[src/smsp_pkg.sv]
// Purpose: shared constants and types of the master/slave serial port
// Assumes: 8-bit words, four chip selects, one 10 MHz clock
// Notes: chip-select configuration travels as one packed struct per select
package smsp_pkg;
    localparam int SMSP_WORD_BITS = 8;
    localparam int SMSP_NUM_CS = 4;
    localparam int SMSP_DIV_BITS = 8;
    localparam logic [3:0] SMSP_WORD_EDGES = 4'H8;
    localparam logic [SMSP_DIV_BITS-1:0] SMSP_DIV_ONE = 8'H01;
    localparam logic [SMSP_DIV_BITS-1:0] SMSP_DIV_RST = 8'H00;
    localparam logic [SMSP_WORD_BITS-1:0] SMSP_DATA_RST = 8'H00;
    localparam logic [4:0] SMSP_HALF_RST = 5'H00;
    localparam logic [4:0] SMSP_LEAD_HALVES = 5'H02;
    localparam logic [4:0] SMSP_WORD_HALVES = 5'H10;
    localparam logic [SMSP_NUM_CS-1:0] SMSP_CS_IDLE = 4'HF;

    // bit 2 position of the per-select release setting, kept only for layout
    localparam int SMSP_CS_RELEASE_BIT = 2;

    typedef struct packed {
        logic [SMSP_DIV_BITS-1:0] serial_clock_divider;
        logic cs_release_between_words;
        logic clock_phase_setting;
        logic clock_polarity_setting;
    } smsp_cs_cfg_s;

    typedef enum logic [2:0] {
        SMSP_M_IDLE = 3'H1,
        SMSP_M_LEAD = 3'H2,
        SMSP_M_XFER = 3'H4
    } smsp_mstate_e;
endpackage : smsp_pkg

[src/smsp_port.sv]
// Purpose: serial peripheral port, master or slave, with its known quirks kept
// Assumes: pins sck_in, mosi_in, miso_in, nss_in are asynchronous to clk_in
// Notes: slave logic samples the synchronised clock, so sck must be slow
`timescale 1ns/1ns
`default_nettype none

// Function
// - slave transmit underflow is never flagged; the old shift contents go out.
// - disable command is ignored while in slave mode; port stays active.
// - mixed divider one and other, polarity 1 phase 0, multi-select: extra sck pulse.
// - slave enable or first transfer may raise receive-full falsely.
// - per-select release-between-words bit is not implemented; it is ignored.
module smsp_port
    import smsp_pkg::*;
(
    input wire logic clk_in,
    input wire logic rst_b_in,
    input wire logic enable_in,
    input wire logic disable_in,
    input wire logic soft_reset_in,
    input wire logic master_mode_in,
    input wire smsp_cs_cfg_s [SMSP_NUM_CS-1:0] cs_config_in,
    input wire logic [SMSP_NUM_CS-1:0] cs_in_use_in,
    input wire logic [1:0] cs_select_in,
    input wire logic tx_write_in,
    input wire logic [SMSP_WORD_BITS-1:0] tx_data_in,
    input wire logic rx_read_in,
    input wire logic sck_in,
    input wire logic mosi_in,
    input wire logic miso_in,
    input wire logic nss_in,
    output logic port_enabled_out,
    output logic tx_empty_out,
    output logic receive_full_flag_out,
    output logic [SMSP_WORD_BITS-1:0] receive_holding_register_out,
    output logic sck_out,
    output logic mosi_out,
    output logic [SMSP_NUM_CS-1:0] cs_n_out,
    output logic miso_out,
    output logic miso_oe_n_out
);
    // ==========================================================
    // reset release and pin synchronisers
    logic [1:0] rst_sync_q;
    logic rst_b;
    logic [3:0] pin_meta_q;
    logic [3:0] pin_sync_q;
    logic sck_prev_q;
    always_ff @(posedge clk_in or negedge rst_b_in)
    begin
        if (!rst_b_in)
        begin
            rst_sync_q <= 2'H0;
        end
        else
        begin
            rst_sync_q <= {rst_sync_q[0], 1'B1};
        end
    end
    assign rst_b = rst_sync_q[1];

    always_ff @(posedge clk_in or negedge rst_b)
    begin
        if (!rst_b)
        begin
            pin_meta_q <= 4'HF;
            pin_sync_q <= 4'HF;
            sck_prev_q <= 1'B1;
        end
        else
        begin
            pin_meta_q <= {nss_in, miso_in, mosi_in, sck_in};
            pin_sync_q <= pin_meta_q;
            sck_prev_q <= pin_sync_q[0];
        end
    end

    logic s_sck;
    logic s_mosi;
    logic s_miso;
    logic s_nss;
    assign s_sck = pin_sync_q[0];
    assign s_mosi = pin_sync_q[1];
    assign s_miso = pin_sync_q[2];
    assign s_nss = pin_sync_q[3];

    // ==========================================================
    // extra-pulse condition across the selects in use
    logic [SMSP_NUM_CS-1:0] div_is_one;
    logic [SMSP_NUM_CS-1:0] div_not_one;
    for (genvar g = 0; g < SMSP_NUM_CS; g++)
    begin : g_cs
        assign div_is_one[g] = cs_in_use_in[g] && (cs_config_in[g].serial_clock_divider == SMSP_DIV_ONE);
        assign div_not_one[g] = cs_in_use_in[g] && (cs_config_in[g].serial_clock_divider != SMSP_DIV_ONE);
    end

    smsp_cs_cfg_s cur_cfg;
    smsp_cs_cfg_s slv_cfg;
    logic extra_pulse;
    logic [SMSP_DIV_BITS-1:0] half_div;
    assign cur_cfg = cs_config_in[cs_select_in];
    assign slv_cfg = cs_config_in[0];
    assign extra_pulse = (|div_is_one) && (|div_not_one) && cur_cfg.clock_polarity_setting
                         && !cur_cfg.clock_phase_setting;
    assign half_div = (cur_cfg.serial_clock_divider == SMSP_DIV_RST) ? SMSP_DIV_ONE
                      : cur_cfg.serial_clock_divider;

    // ==========================================================
    // port state
    smsp_mstate_e st_q, st_d;
    logic en_q, en_d;
    logic txf_q, txf_d;
    logic [SMSP_WORD_BITS-1:0] txh_q, txh_d;
    logic [SMSP_WORD_BITS-1:0] sh_tx_q, sh_tx_d;
    logic [SMSP_WORD_BITS-1:0] sh_rx_q, sh_rx_d;
    logic [SMSP_WORD_BITS-1:0] rxh_q, rxh_d;
    logic rxf_q, rxf_d;
    logic [3:0] bits_q, bits_d;
    logic [4:0] half_q, half_d;
    logic [SMSP_DIV_BITS-1:0] div_q, div_d;
    logic sck_q, sck_d;
    logic [SMSP_NUM_CS-1:0] csn_q, csn_d;
    logic armed_q, armed_d;
    logic pol_prev_q;
    logic nss_prev_q;

    logic s_rise;
    logic s_fall;
    logic s_lead;
    logic s_sample;
    assign s_rise = s_sck && !sck_prev_q;
    assign s_fall = !s_sck && sck_prev_q;
    assign s_lead = slv_cfg.clock_polarity_setting ? s_fall : s_rise;

    always_comb
    begin
        st_d = st_q;
        en_d = en_q;
        txf_d = txf_q;
        txh_d = txh_q;
        sh_tx_d = sh_tx_q;
        sh_rx_d = sh_rx_q;
        rxh_d = rxh_q;
        rxf_d = rxf_q;
        bits_d = bits_q;
        half_d = half_q;
        div_d = div_q;
        sck_d = sck_q;
        csn_d = csn_q;
        armed_d = armed_q;
        s_sample = 1'B0;

        if (rx_read_in)
        begin
            rxf_d = 1'B0;
        end
        if (tx_write_in)
        begin
            txh_d = tx_data_in;
            txf_d = 1'B1;
        end
        if (enable_in)
        begin
            en_d = 1'B1;
            if (!master_mode_in)
            begin
                rxf_d = 1'B1;
                armed_d = 1'B1;
            end
        end
        if (disable_in && master_mode_in)
        begin
            en_d = 1'B0;
        end
        // a polarity flip after enabling disarms the glitch
        if (slv_cfg.clock_polarity_setting != pol_prev_q)
        begin
            armed_d = 1'B0;
        end

        if (!master_mode_in)
        begin
            sck_d = slv_cfg.clock_polarity_setting;
            csn_d = SMSP_CS_IDLE;
            st_d = SMSP_M_IDLE;
            if (s_nss || !en_q)
            begin
                bits_d = 4'H0;
            end
            else
            begin
                if (nss_prev_q)
                begin
                    // no new data: shift register keeps its old shifted contents, nothing is reported
                    if (txf_d)
                    begin
                        sh_tx_d = txh_d;
                        txf_d = 1'B0;
                    end
                end
                s_sample = slv_cfg.clock_phase_setting ? !s_lead && (s_rise || s_fall) : s_lead;
                if (s_sample)
                begin
                    sh_rx_d = {sh_rx_q[SMSP_WORD_BITS-2:0], s_mosi};
                    bits_d = bits_q + 4'H1;
                    if (armed_q)
                    begin
                        rxf_d = 1'B1;
                        armed_d = 1'B0;
                    end
                    if (bits_q == SMSP_WORD_EDGES - 4'H1)
                    begin
                        rxh_d = {sh_rx_q[SMSP_WORD_BITS-2:0], s_mosi};
                        rxf_d = 1'B1;
                        bits_d = 4'H0;
                    end
                end
                else if ((s_rise || s_fall) && bits_q != 4'H0)
                begin
                    sh_tx_d = {sh_tx_q[SMSP_WORD_BITS-2:0], 1'B0};
                end
            end
        end
        else
        begin
            case (st_q)
                SMSP_M_IDLE:
                begin
                    sck_d = cur_cfg.clock_polarity_setting;
                    // release after a word unless the next one waits, then the select stays low; the per-select hold bit is not wired
                    csn_d = SMSP_CS_IDLE;
                    if (en_q && txf_q)
                    begin
                        sh_tx_d = txh_q;
                        txf_d = tx_write_in;
                        csn_d = ~(4'H1 << cs_select_in);
                        half_d = SMSP_HALF_RST;
                        bits_d = 4'H0;
                        div_d = half_div;
                        st_d = extra_pulse ? SMSP_M_LEAD : SMSP_M_XFER;
                    end
                end
                SMSP_M_LEAD:
                begin
                    div_d = div_q - SMSP_DIV_ONE;
                    if (div_q == SMSP_DIV_ONE)
                    begin
                        div_d = half_div;
                        sck_d = !sck_q;
                        half_d = half_q + 5'H01;
                        if (half_q == SMSP_LEAD_HALVES - 5'H01)
                        begin
                            half_d = SMSP_HALF_RST;
                            st_d = SMSP_M_XFER;
                        end
                    end
                end
                default:
                begin
                    div_d = div_q - SMSP_DIV_ONE;
                    if (div_q == SMSP_DIV_ONE)
                    begin
                        div_d = half_div;
                        sck_d = !sck_q;
                        half_d = half_q + 5'H01;
                        // even half index is a leading edge
                        if (half_q[0] == cur_cfg.clock_phase_setting)
                        begin
                            sh_rx_d = {sh_rx_q[SMSP_WORD_BITS-2:0], s_miso};
                            bits_d = bits_q + 4'H1;
                        end
                        else if (bits_q != 4'H0)
                        begin
                            sh_tx_d = {sh_tx_q[SMSP_WORD_BITS-2:0], 1'B0};
                        end
                        if (half_q == SMSP_WORD_HALVES - 5'H01)
                        begin
                            rxh_d = sh_rx_d;
                            rxf_d = 1'B1;
                            st_d = SMSP_M_IDLE;
                        end
                    end
                end
            endcase
        end

        if (soft_reset_in)
        begin
            // software stop path for a slave that ignores disable
            st_d = SMSP_M_IDLE;
            en_d = 1'B0;
            txf_d = 1'B0;
            rxf_d = 1'B0;
            armed_d = 1'B0;
            bits_d = 4'H0;
            sck_d = cur_cfg.clock_polarity_setting;
            csn_d = SMSP_CS_IDLE;
        end
    end

    always_ff @(posedge clk_in or negedge rst_b)
    begin
        if (!rst_b)
        begin
            st_q <= SMSP_M_IDLE;
            en_q <= 1'B0;
            txf_q <= 1'B0;
            txh_q <= SMSP_DATA_RST;
            sh_tx_q <= SMSP_DATA_RST;
            sh_rx_q <= SMSP_DATA_RST;
            rxh_q <= SMSP_DATA_RST;
            rxf_q <= 1'B0;
            bits_q <= 4'H0;
            half_q <= SMSP_HALF_RST;
            div_q <= SMSP_DIV_RST;
            sck_q <= 1'B0;
            csn_q <= SMSP_CS_IDLE;
            armed_q <= 1'B0;
            pol_prev_q <= 1'B0;
            nss_prev_q <= 1'B1;
        end
        else
        begin
            st_q <= st_d;
            en_q <= en_d;
            txf_q <= txf_d;
            txh_q <= txh_d;
            sh_tx_q <= sh_tx_d;
            sh_rx_q <= sh_rx_d;
            rxh_q <= rxh_d;
            rxf_q <= rxf_d;
            bits_q <= bits_d;
            half_q <= half_d;
            div_q <= div_d;
            sck_q <= sck_d;
            csn_q <= csn_d;
            armed_q <= armed_d;
            pol_prev_q <= slv_cfg.clock_polarity_setting;
            nss_prev_q <= s_nss;
        end
    end

    // ==========================================================
    // outputs
    assign port_enabled_out = en_q;
    assign tx_empty_out = !txf_q;
    assign receive_full_flag_out = rxf_q;
    assign receive_holding_register_out = rxh_q;
    assign sck_out = sck_q;
    assign mosi_out = sh_tx_q[SMSP_WORD_BITS-1];
    assign cs_n_out = csn_q;
    assign miso_out = sh_tx_q[SMSP_WORD_BITS-1];
    assign miso_oe_n_out = !(en_q && !master_mode_in && !s_nss);
endmodule : smsp_port

`default_nettype wire

[config.mk]
export PLATFORM = sky130hd
export DESIGN_NAME = smsp_port
export DESIGN_NICKNAME = d
export VERILOG_FILES = /design/src/smsp_pkg.sv /design/src/smsp_port.sv
export SDC_FILE = /design/constraint.sdc
export NUM_CORES = 1
export LEC_CHECK = 0
export BUFFER_PORTS_ARGS = -buffer_cell sky130_fd_sc_hd__buf_2
export CAP_MARGIN = 30
export CORE_UTILIZATION = 55
export DETAILED_ROUTE_END_ITERATION = 12
export GPL_ROUTABILITY_DRIVEN = 1
export PLACE_DENSITY = 0.85
export REMOVE_ABC_BUFFERS = 1
export SLEW_MARGIN = 20
export SYNTH_ARGS = -nofsm -noshare
export SYNTH_HDL_FRONTEND = slang
export SYNTH_SLANG_ARGS = --single-unit
[constraint.sdc]
create_clock -name clk_in -period 2.8 [get_ports clk_in]
set_input_delay 0.14 -clock clk_in [delete_from_list [all_inputs] [get_ports clk_in]]
set_output_delay 0.14 -clock clk_in [all_outputs]
set_load 0.01 [all_outputs]
==> results of run 1 <==
kinds of logic (layout without fill, tap and decap cells):
logic type / count (synthesis) / in the layout / synth area share [%]
AO/OA/AOI/OAI: 98 / 98 / 14.6
XOR/XNOR: 4 / 4 / 1.27
adder cells (fa/ha/maj): 9 / 9 / 2.65
buffers and inverters: 33 / 134 / 3.09
flip-flops: 74 / 74 / 44.0
multiplexers: 55 / 55 / 16.9
other: 1 / 1 / 0.0883
AND/OR/NAND/NOR: 140 / 140 / 17.3
worst min-delay path by stage:
stage	startpoint	endpoint	slack (ps)	cells after the start
2_1_floorplan	rst_b_in	rst_sync_q[0]	-160	0
3_3_place_gp	rst_b_in	rst_sync_q[0]	-80	1
3_5_place_dp	rst_b_in	rst_sync_q[0]	-70	1
4_1_cts	tx_data_in[4]	txh_q[4]	10	2
5_1_grt	tx_data_in[4]	txh_q[4]	10	2
6_report	tx_data_in[4]	txh_q[4]	30	2
per-layer routing:
layer / up-vias / GRT usage (%)
met3: 20 / 6.94
met5: - / 0
li1: 1721 / -
met4: 0 / 9.41
met2: 169 / 44.6
met1: 1824 / 34.7
synth_stat cells (4+ instances only):
master    instances
a211oi_1         10
a21boi_0          4
a21oi_1          24
a22oi_1           5
clkbuf_1         11
dfrtp_1          59
dfstp_2          15
ha_1              9
inv_1            17
mux2_1           16
mux2_2           17
mux2i_1          12
mux4_2           10
nand2_1          50
nand2b_1          5
nand3_1          16
nand4_1           5
nor2_1           20
nor3_1            8
nor3b_1           5
nor4_1            5
nor4b_1           4
o21ai_0           6
o21ai_1          26
o32ai_1           4
where the power goes:
part / total [mW] / internal [mW] / switching, mW
sequential: 1.37 / 1.21 / 0.157
combinational: 0.631 / 0.301 / 0.330
clock: 0.834 / 0.417 / 0.418
sequential cells by signal, summed over array words and instances, names as in the netlist, 5 cells and up:
signal and flops:
div_q 8, receive_holding_register_out 8, sh_rx_q 8, sh_tx_q 8
txh_q 8, half_q 5
final cells by class:
type / count / share of cell area [%]
multi-input cells: 307 / 44.2
flip-flops and latches: 74 / 36.8
repair buffers: 101 / 11.4
clock buffers: 9 / 2.43
well taps: 99 / 2.43
clock inverters: 7 / 1.52
inverters: 17 / 1.25
critical path: cells and delay by family (launching register included):
| kind | cells | cell delay, ps |
|---|---|---|
| compound gates | 1 | 250 |
| fa+ha+maj | 1 | 220 |
| buf+inv | 1 | 50 |
| flops | 1 | 550 |
| mux | 3 | 1170 |
| simple gates | 1 | 260 |
through the flow:
step | util [%] | worst slack [ps]
final | 69.1 | 176
after floorplan | - | -78.6
after global placement | 65.4 | 362
after detailed placement | 65.4 | 287
after global routing | 69.1 | 62.0
after CTS | 69.1 | 165
==> reports/qor.csv, run 1 <==
metric;value;unit
firstDrtPassIters;5;
crit_chain;inv_1 > ha_1 > mux2i_1 > mux2_2 > o31ai_1 > nand2b_1 > mux2_1;
antenna_found_initial;0;
cts.path.max_buffers;2;
grt_pass1_vias;3682;
postCtsSetupBuffers;0;
grt_max_degree;43;
crit_path_end;receive_holding_register_out[0];
root_buffer;clkbuf_8;
max_slew_margin;45.3;%
ios;89;
power.density;557;mW/mm^2
async_flop_share;100;%
skew;8.91;ps
io_buffers;84;
area_delta_synth_final;19.8;%
cts_buffers;9;
ant_nets;0;
grt_use_total;27.0;%
ys_warn_count;0;
hold_violations;0;
grt.overflow.total;0;
slowest_stage;dfstp_2;
fp.dieH;89.9;um
cts_tree;built;
ys_seq_area_share;44.0;%
fmax;381;MHz
yosys.area.top_type;dfrtp_1;
syn_area_per_cell;10.3;um^2
synth_cell_type_count;57;
ys.flop_type;dfrtp_1;
synth_cells;414;
synthesis.area;0.00425;mm^2
drive_above_1_share;31.5;%
startpoint_type;flip-flop;
cp.required;3040;ps
cts.clk_slew.worst_paths;80;ps
total_power;2.83;mW
status;finished, final reports clean;
synth_edf_count;0;
crit_fanout;9;
placed_area;0.00482;mm^2
gp_congestion;0.931;
drt-initial-drc-count;275;
core_area;0.00737;mm^2
wl_per_cell;17.1;um
met3_length;635;um
placed_cells;591;
placement_rows;31;
rr_startpoint;pin_sync_q[0];
clk_latency;360;ps
rsz0062_at_grt;false;
r2r-end;receive_holding_register_out[0];
multi_input_area;0.00225;mm^2
grt_pass1_wl;17200;um
fin_crit;2620;ps
timing.final.crit_share;93.7;%
seqCellArea;0.00187;mm^2
final_max_slew_viol_count;0;
antenna_cells;0;
die-area;0.00808;mm^2
max-cap-violations;0;
layout.nets;589;
wl_met2;5310;um
wl_met1;4390;um
irDropWorstVdd;0.418;mV
start_util;57.6;%
cpPeakStageDelay;550;ps
holdCritPathClass;primary input to flip-flop;
stdcell_area;0.00509;mm^2
cts-resized-gates;0;
hold_buffers;7;
finalSetupViolCount;0;
setup_tns;0;ps
cts.sinks;74;
rrSetupSlack;180;ps
routed-via-count;3734;
fin_cells;614;
synth_top_area_share;34.8;%
htreeDepth;3;
cp_data_arrival_time;2870;ps
route.top_layer_used;met4;
routed_wl;10500;um
synth-seq-cells;74;
via_per_inst;6.08;
synth.area.top_cells;dfrtp_1, dfstp_2, mux4_2;
fillCellCount;562;
worst-setup-path-type;flip-flop to flip-flop;
crit_path_end_kind;flip-flop;
die_x;89.9;um
final_common_cell;buf_2;
timing.hold.ws;26.3;ps
critPathLaunch;pin_sync_q[0];
leakage;2.28;nW
dp.final_hpwl;7890;um
mostFrequentLayoutCells;buf_2, dfrtp_1, nand2_1, o21ai_1, a21oi_1;
drc;0;
worst_slew_pin_slew;817;ps
r2r_cells;7;
No activity file was read; power rests on OpenSTA's default activity.
==> run 2: changes to the inputs <==
==> constraint.sdc (replaced) <==
create_clock -name clk_in -period 2.8 [get_ports clk_in]
set_input_delay 0.28 -clock clk_in [delete_from_list [all_inputs] [get_ports clk_in]]
set_output_delay 0.28 -clock clk_in [all_outputs]
set_load 0.01 [all_outputs]
==> reports/qor.csv, run 2 (synthesized netlist as in run 1, its figures left out) <==
metric;value;unit
core_area;0.00737;mm^2
cpPeakStageDelay;520;ps
drc;0;
finalSetupViolCount;0;
cp.required;3050;ps
rr_startpoint;div_q[1];
root_buffer;clkbuf_8;
fmax;392;MHz
grt.overflow.total;0;
timing.final.crit_share;91.2;%
cts_tree;built;
critPathLaunch;div_q[1];
gp_congestion;0.937;
ant_nets;0;
cp_data_arrival_time;2800;ps
io_buffers;84;
dp.final_hpwl;7850;um
max_slew_margin;47.2;%
worst-setup-path-type;flip-flop to flip-flop;
cts.sinks;74;
min_from;nss_in;
leakage;2.29;nW
status;finished, final reports clean;
area_delta_synth_final;20.1;%
crit_family;simple AND/OR/NAND/NOR gates;
fin_crit;2550;ps
wl_met1;4530;um
placed_cells;593;
cts.clk_slew.worst_paths;90;ps
drive_above_1_share;31.9;%
crit_chain;inv_1 > ha_1 > or3b_2 > or4_4 > o31ai_4 > o311ai_1 > o21a_1;
cts.path.max_buffers;2;
slowest_stage;or4_4;
startpoint_type;flip-flop;
irDropWorstVdd;0.463;mV
final_common_cell;buf_2;
antenna_cells;0;
antenna_found_initial;0;
cts-resized-gates;0;
worst-path-buf-inv;1;
via_per_inst;6.16;
wl_per_cell;17.5;um
layout.nets;588;
grt_pass1_wl;17500;um
rsz0062_at_grt;false;
fp.dieH;89.9;um
hold_violations;0;
fin_cells;613;
max-cap-violations;0;
final_max_slew_viol_count;0;
ios;89;
grt_use_total;27.3;%
hold_buffers;4;
cts_buffers;9;
routed_wl;10700;um
met3_length;734;um
wl_met2;5230;um
firstDrtPassIters;5;
crit_fanout;9;
htreeDepth;3;
route.top_layer_used;met4;
mostFrequentLayoutCells;buf_2, dfrtp_1, nand2_1, o21ai_1, a21oi_1;
holdCritPathClass;primary input to flip-flop;
drt-initial-drc-count;299;
fillCellCount;555;
crit_path_end_kind;flip-flop;
power.density;577;mW/mm^2
postCtsSetupBuffers;0;
grt_pass1_vias;3663;
worst_slew_pin_slew;790;ps
placed_area;0.00483;mm^2
start_util;57.6;%
skew;8.28;ps
clk_latency;360;ps
routed-via-count;3775;
placement_rows;31;
die_x;89.9;um
stdcell_area;0.00510;mm^2
grt_max_degree;43;
die-area;0.00808;mm^2
## run 2: layout make-up
class | count | area (um^2) | share of cell area [%]
repair buffers | 100 | 563 | 11.0
flip-flops and latches | 74 | 1870 | 36.7
clock inverters | 7 | 103 | 2.01
inverters | 17 | 63.8 | 1.25
multi-input cells | 307 | 2250 | 44.1
well taps | 99 | 124 | 2.43
clock buffers | 9 | 124 | 2.43
## run 2: metal layers
layer | track usage (%) | vias up
met5 | 0 | -
met4 | 9.95 | 0
met3 | 5.75 | 25
met2 | 44.7 | 176
met1 | 36.2 | 1851
li1 | - | 1723
## run 2: through the flow
stage          setup TNS, ps  hold WS, ps  power, mW  utilization [%]  worst slack [ps]
5_1_grt                    0         1.32       3.09             69.2               129
2_1_floorplan          -84.3        -15.6       1.77                -             -78.6
3_3_place_gp               0         63.8       1.96             65.6               358
3_5_place_dp               0         65.7       2.00             65.6               315
6_report                   0         18.1       2.94             69.2               246
4_1_cts                    0         5.70       2.95             69.2               285
## run 2: where the power goes
| part | total, mW | switching, mW | internal, mW |
|---|---|---|---|
| Sequential | 1.37 | 0.157 | 1.21 |
| Clock | 0.939 | 0.430 | 0.509 |
| Combinational | 0.635 | 0.336 | 0.300 |
| Total | 2.94 | 0.923 | 2.02 |
## run 2: final timing paths
check | to | slack [ps] | depth (start not counted)
hold / removal | pin_meta_q[3] | 20 | 1
max in group asynchronous | nss_prev_q | 1760 | 1
min in group asynchronous | rst_sync_q[1] | 220 | 2
setup reg to reg | sh_tx_q[0] | 250 | 7
hold reg to reg | sh_rx_q[2] | 320 | 0
setup / recovery | sh_tx_q[0] | 250 | 7
## run 2: worst reg2reg max path: stages, from the launching register on
cell	delay, ps
dfrtp_1	380
inv_1	90
ha_1	160
or3b_2	480
or4_4	520
o31ai_4	440
o311ai_1	220
o21a_1	150
==> run 3: changes to the inputs <==
--- a/config.mk
+++ b/config.mk
@@ -6,7 +6,6 @@
 export NUM_CORES = 1
 export LEC_CHECK = 0
 export BUFFER_PORTS_ARGS = -buffer_cell sky130_fd_sc_hd__buf_2
-export CAP_MARGIN = 30
 export CORE_UTILIZATION = 55
 export DETAILED_ROUTE_END_ITERATION = 12
 export GPL_ROUTABILITY_DRIVEN = 1
==> constraint.sdc (replaced) <==
create_clock -name clk_in -period 2.8 [get_ports clk_in]
set_input_delay 0.56 -clock clk_in [delete_from_list [all_inputs] [get_ports clk_in]]
set_output_delay 0.56 -clock clk_in [all_outputs]
set_load 0.01 [all_outputs]
==> reports/qor.csv, run 3 (synthesized netlist as in run 1, its figures left out) <==
metric;value;unit
cp_data_arrival_time;2770;ps
power.density;585;mW/mm^2
fp.dieH;89.9;um
via_per_inst;6.11;
rsz0062_at_grt;false;
firstDrtPassIters;4;
multi_input_area;0.00226;mm^2
dp.final_hpwl;7910;um
cts_buffers;9;
holdCritPathClass;primary input to flip-flop;
netSwitchingPower;0.883;mW
start_util;57.6;%
power_frac_comb;21.0;%
cts.path.max_buffers;2;
p_int;2.10;mW
timing.final.crit_share;90.5;%
die-area;0.00808;mm^2
htreeDepth;3;
io_buffers;84;
grt_pass1_vias;3697;
critPathLaunch;sck_prev_q;
clk_latency;350;ps
core_area;0.00737;mm^2
antenna_found_initial;0;
wl_per_cell;17.4;um
seqCellArea;0.00187;mm^2
crit_path_end_kind;flip-flop;
cpPeakStageDelay;550;ps
grt_use_total;27.8;%
fillCellCount;529;
area_delta_synth_final;20.2;%
root_buffer;clkbuf_8;
skew;10.1;ps
crit_fanout;9;
routed-via-count;3749;
cts.clk_slew.worst_paths;80;ps
routed_wl;10700;um
setup_tns;0;ps
final_max_slew_viol_count;0;
slowest_stage;dfstp_2;
finalSetupViolCount;0;
mostFrequentLayoutCells;buf_2, dfrtp_1, nand2_1, o21ai_1, a21oi_1;
leakage;2.29;nW
fin_crit;2530;ps
cts.sinks;74;
rr_startpoint;sck_prev_q;
grt.overflow.total;0;
drt-initial-drc-count;292;
power_switching_share;29.6;%
final_common_cell;buf_2;
cp.required;3040;ps
timing.hold.ws;297;ps
seqPwrFrac;45.8;%
crit_chain;inv_1 > ha_1 > mux2i_1 > mux2_2 > o31ai_1 > nand2b_1 > mux2_1;
die_x;89.9;um
worst-setup-path-type;flip-flop to flip-flop;
hold_violations;0;
antenna_cells;0;
startpoint_type;flip-flop;
ios;89;
layout.nets;589;
status;finished, final reports clean;
clkPwrFrac;33.2;%
postCtsSetupBuffers;0;
gp_congestion;0.916;
cts_tree;built;
worst_slew_pin_slew;710;ps
max-cap-violations;0;
ant_nets;0;
irDropWorstVdd;0.689;mV
drc;0;
drive_above_1_share;32.8;%
placement_rows;31;
fmax;395;MHz
min_from;miso_in;
grt_pass1_wl;17900;um
max_slew_margin;52.5;%
grt_max_degree;35;
-- run 3: changes by cell type in the layout (fill, tap and decap cells not counted), sizes merged --
| cell | previous run | this run |
|---|---|---|
| buf | 96 | 100 |
| dlygate4sd3 | 4 | 1 |
| clkinv | 3 | 1 |
| clkinvlp | 1 | 3 |
| bufinv | 2 | 3 |
| inv | 18 | 17 |
-- run 3: timing repair --
action,in CTS,in global routing
setup endpoints to repair,0,1
hold buffers,1,0
endpoints found under the hold margin,2,0
resized for setup,0,1
-- run 3: layout make-up --
cell class | count | area share [%]
multi-input cells | 307 | 44.2
flip-flops and latches | 74 | 36.6
repair buffers | 101 | 10.8
clock buffers | 9 | 2.43
well taps | 99 | 2.43
clock inverters | 7 | 2.30
inverters | 17 | 1.25
-- run 3: path summary, 6_finish.rpt --
check | end | slack, ps | depth (start not counted)
max | receive_holding_register_out[0] | 270 | 7
min | pin_meta_q[2] | 300 | 1
max reg2reg | receive_holding_register_out[0] | 270 | 7
min reg2reg | sh_rx_q[1] | 320 | 0
max in group asynchronous | cs_n_out[3] | 1670 | 1
min in group asynchronous | sh_rx_q[1] | 320 | 0
-- run 3: worst max-delay path, delay by kind of cell, from the launching register on --
family / cells / cell delay, ps
and+or+nand+nor: 1 / 290
DFF: 1 / 550
adders and majority gates: 1 / 190
buffers and inverters: 1 / 50
muxes: 3 / 1100
AOI/OAI and AO/OA: 1 / 250
-- run 3: layer usage --
layer  wire (um)  track usage, %  share of wire [%]
met1        4380            37.1                 41
met2        5380            45.0                 50
met3         801            6.43                7.5
met4         157            9.41                1.5
met5           0               0                  0
-- run 3: power groups by stage --
| stage | clock [mW] | combinational [mW] | sequential (mW) |
|---|---|---|---|
| finish | 0.990 | 0.629 | 1.37 |
| global route | 1.04 | 0.698 | 1.39 |
| CTS | 1.00 | 0.623 | 1.37 |
| detailed placement | 0 | 0.617 | 1.39 |
| global placement | 0 | 0.593 | 1.38 |
| floorplan | 0 | 0.411 | 1.36 |
-- run 3: per-stage QoR --
stage          worst slack, ps  cells  utilization [%]  power [mW]  instance area (um^2)
2_1_floorplan            -78.6    398                -        1.77                  4180
3_3_place_gp               290    597             65.8        1.97                  4850
3_5_place_dp               244    597             65.8        2.00                  4850
4_1_cts                    264    614             69.2        2.99                  5100
5_1_grt                    113    614             69.3        3.13                  5110
6_report                   267    614             69.3        2.99                  5110
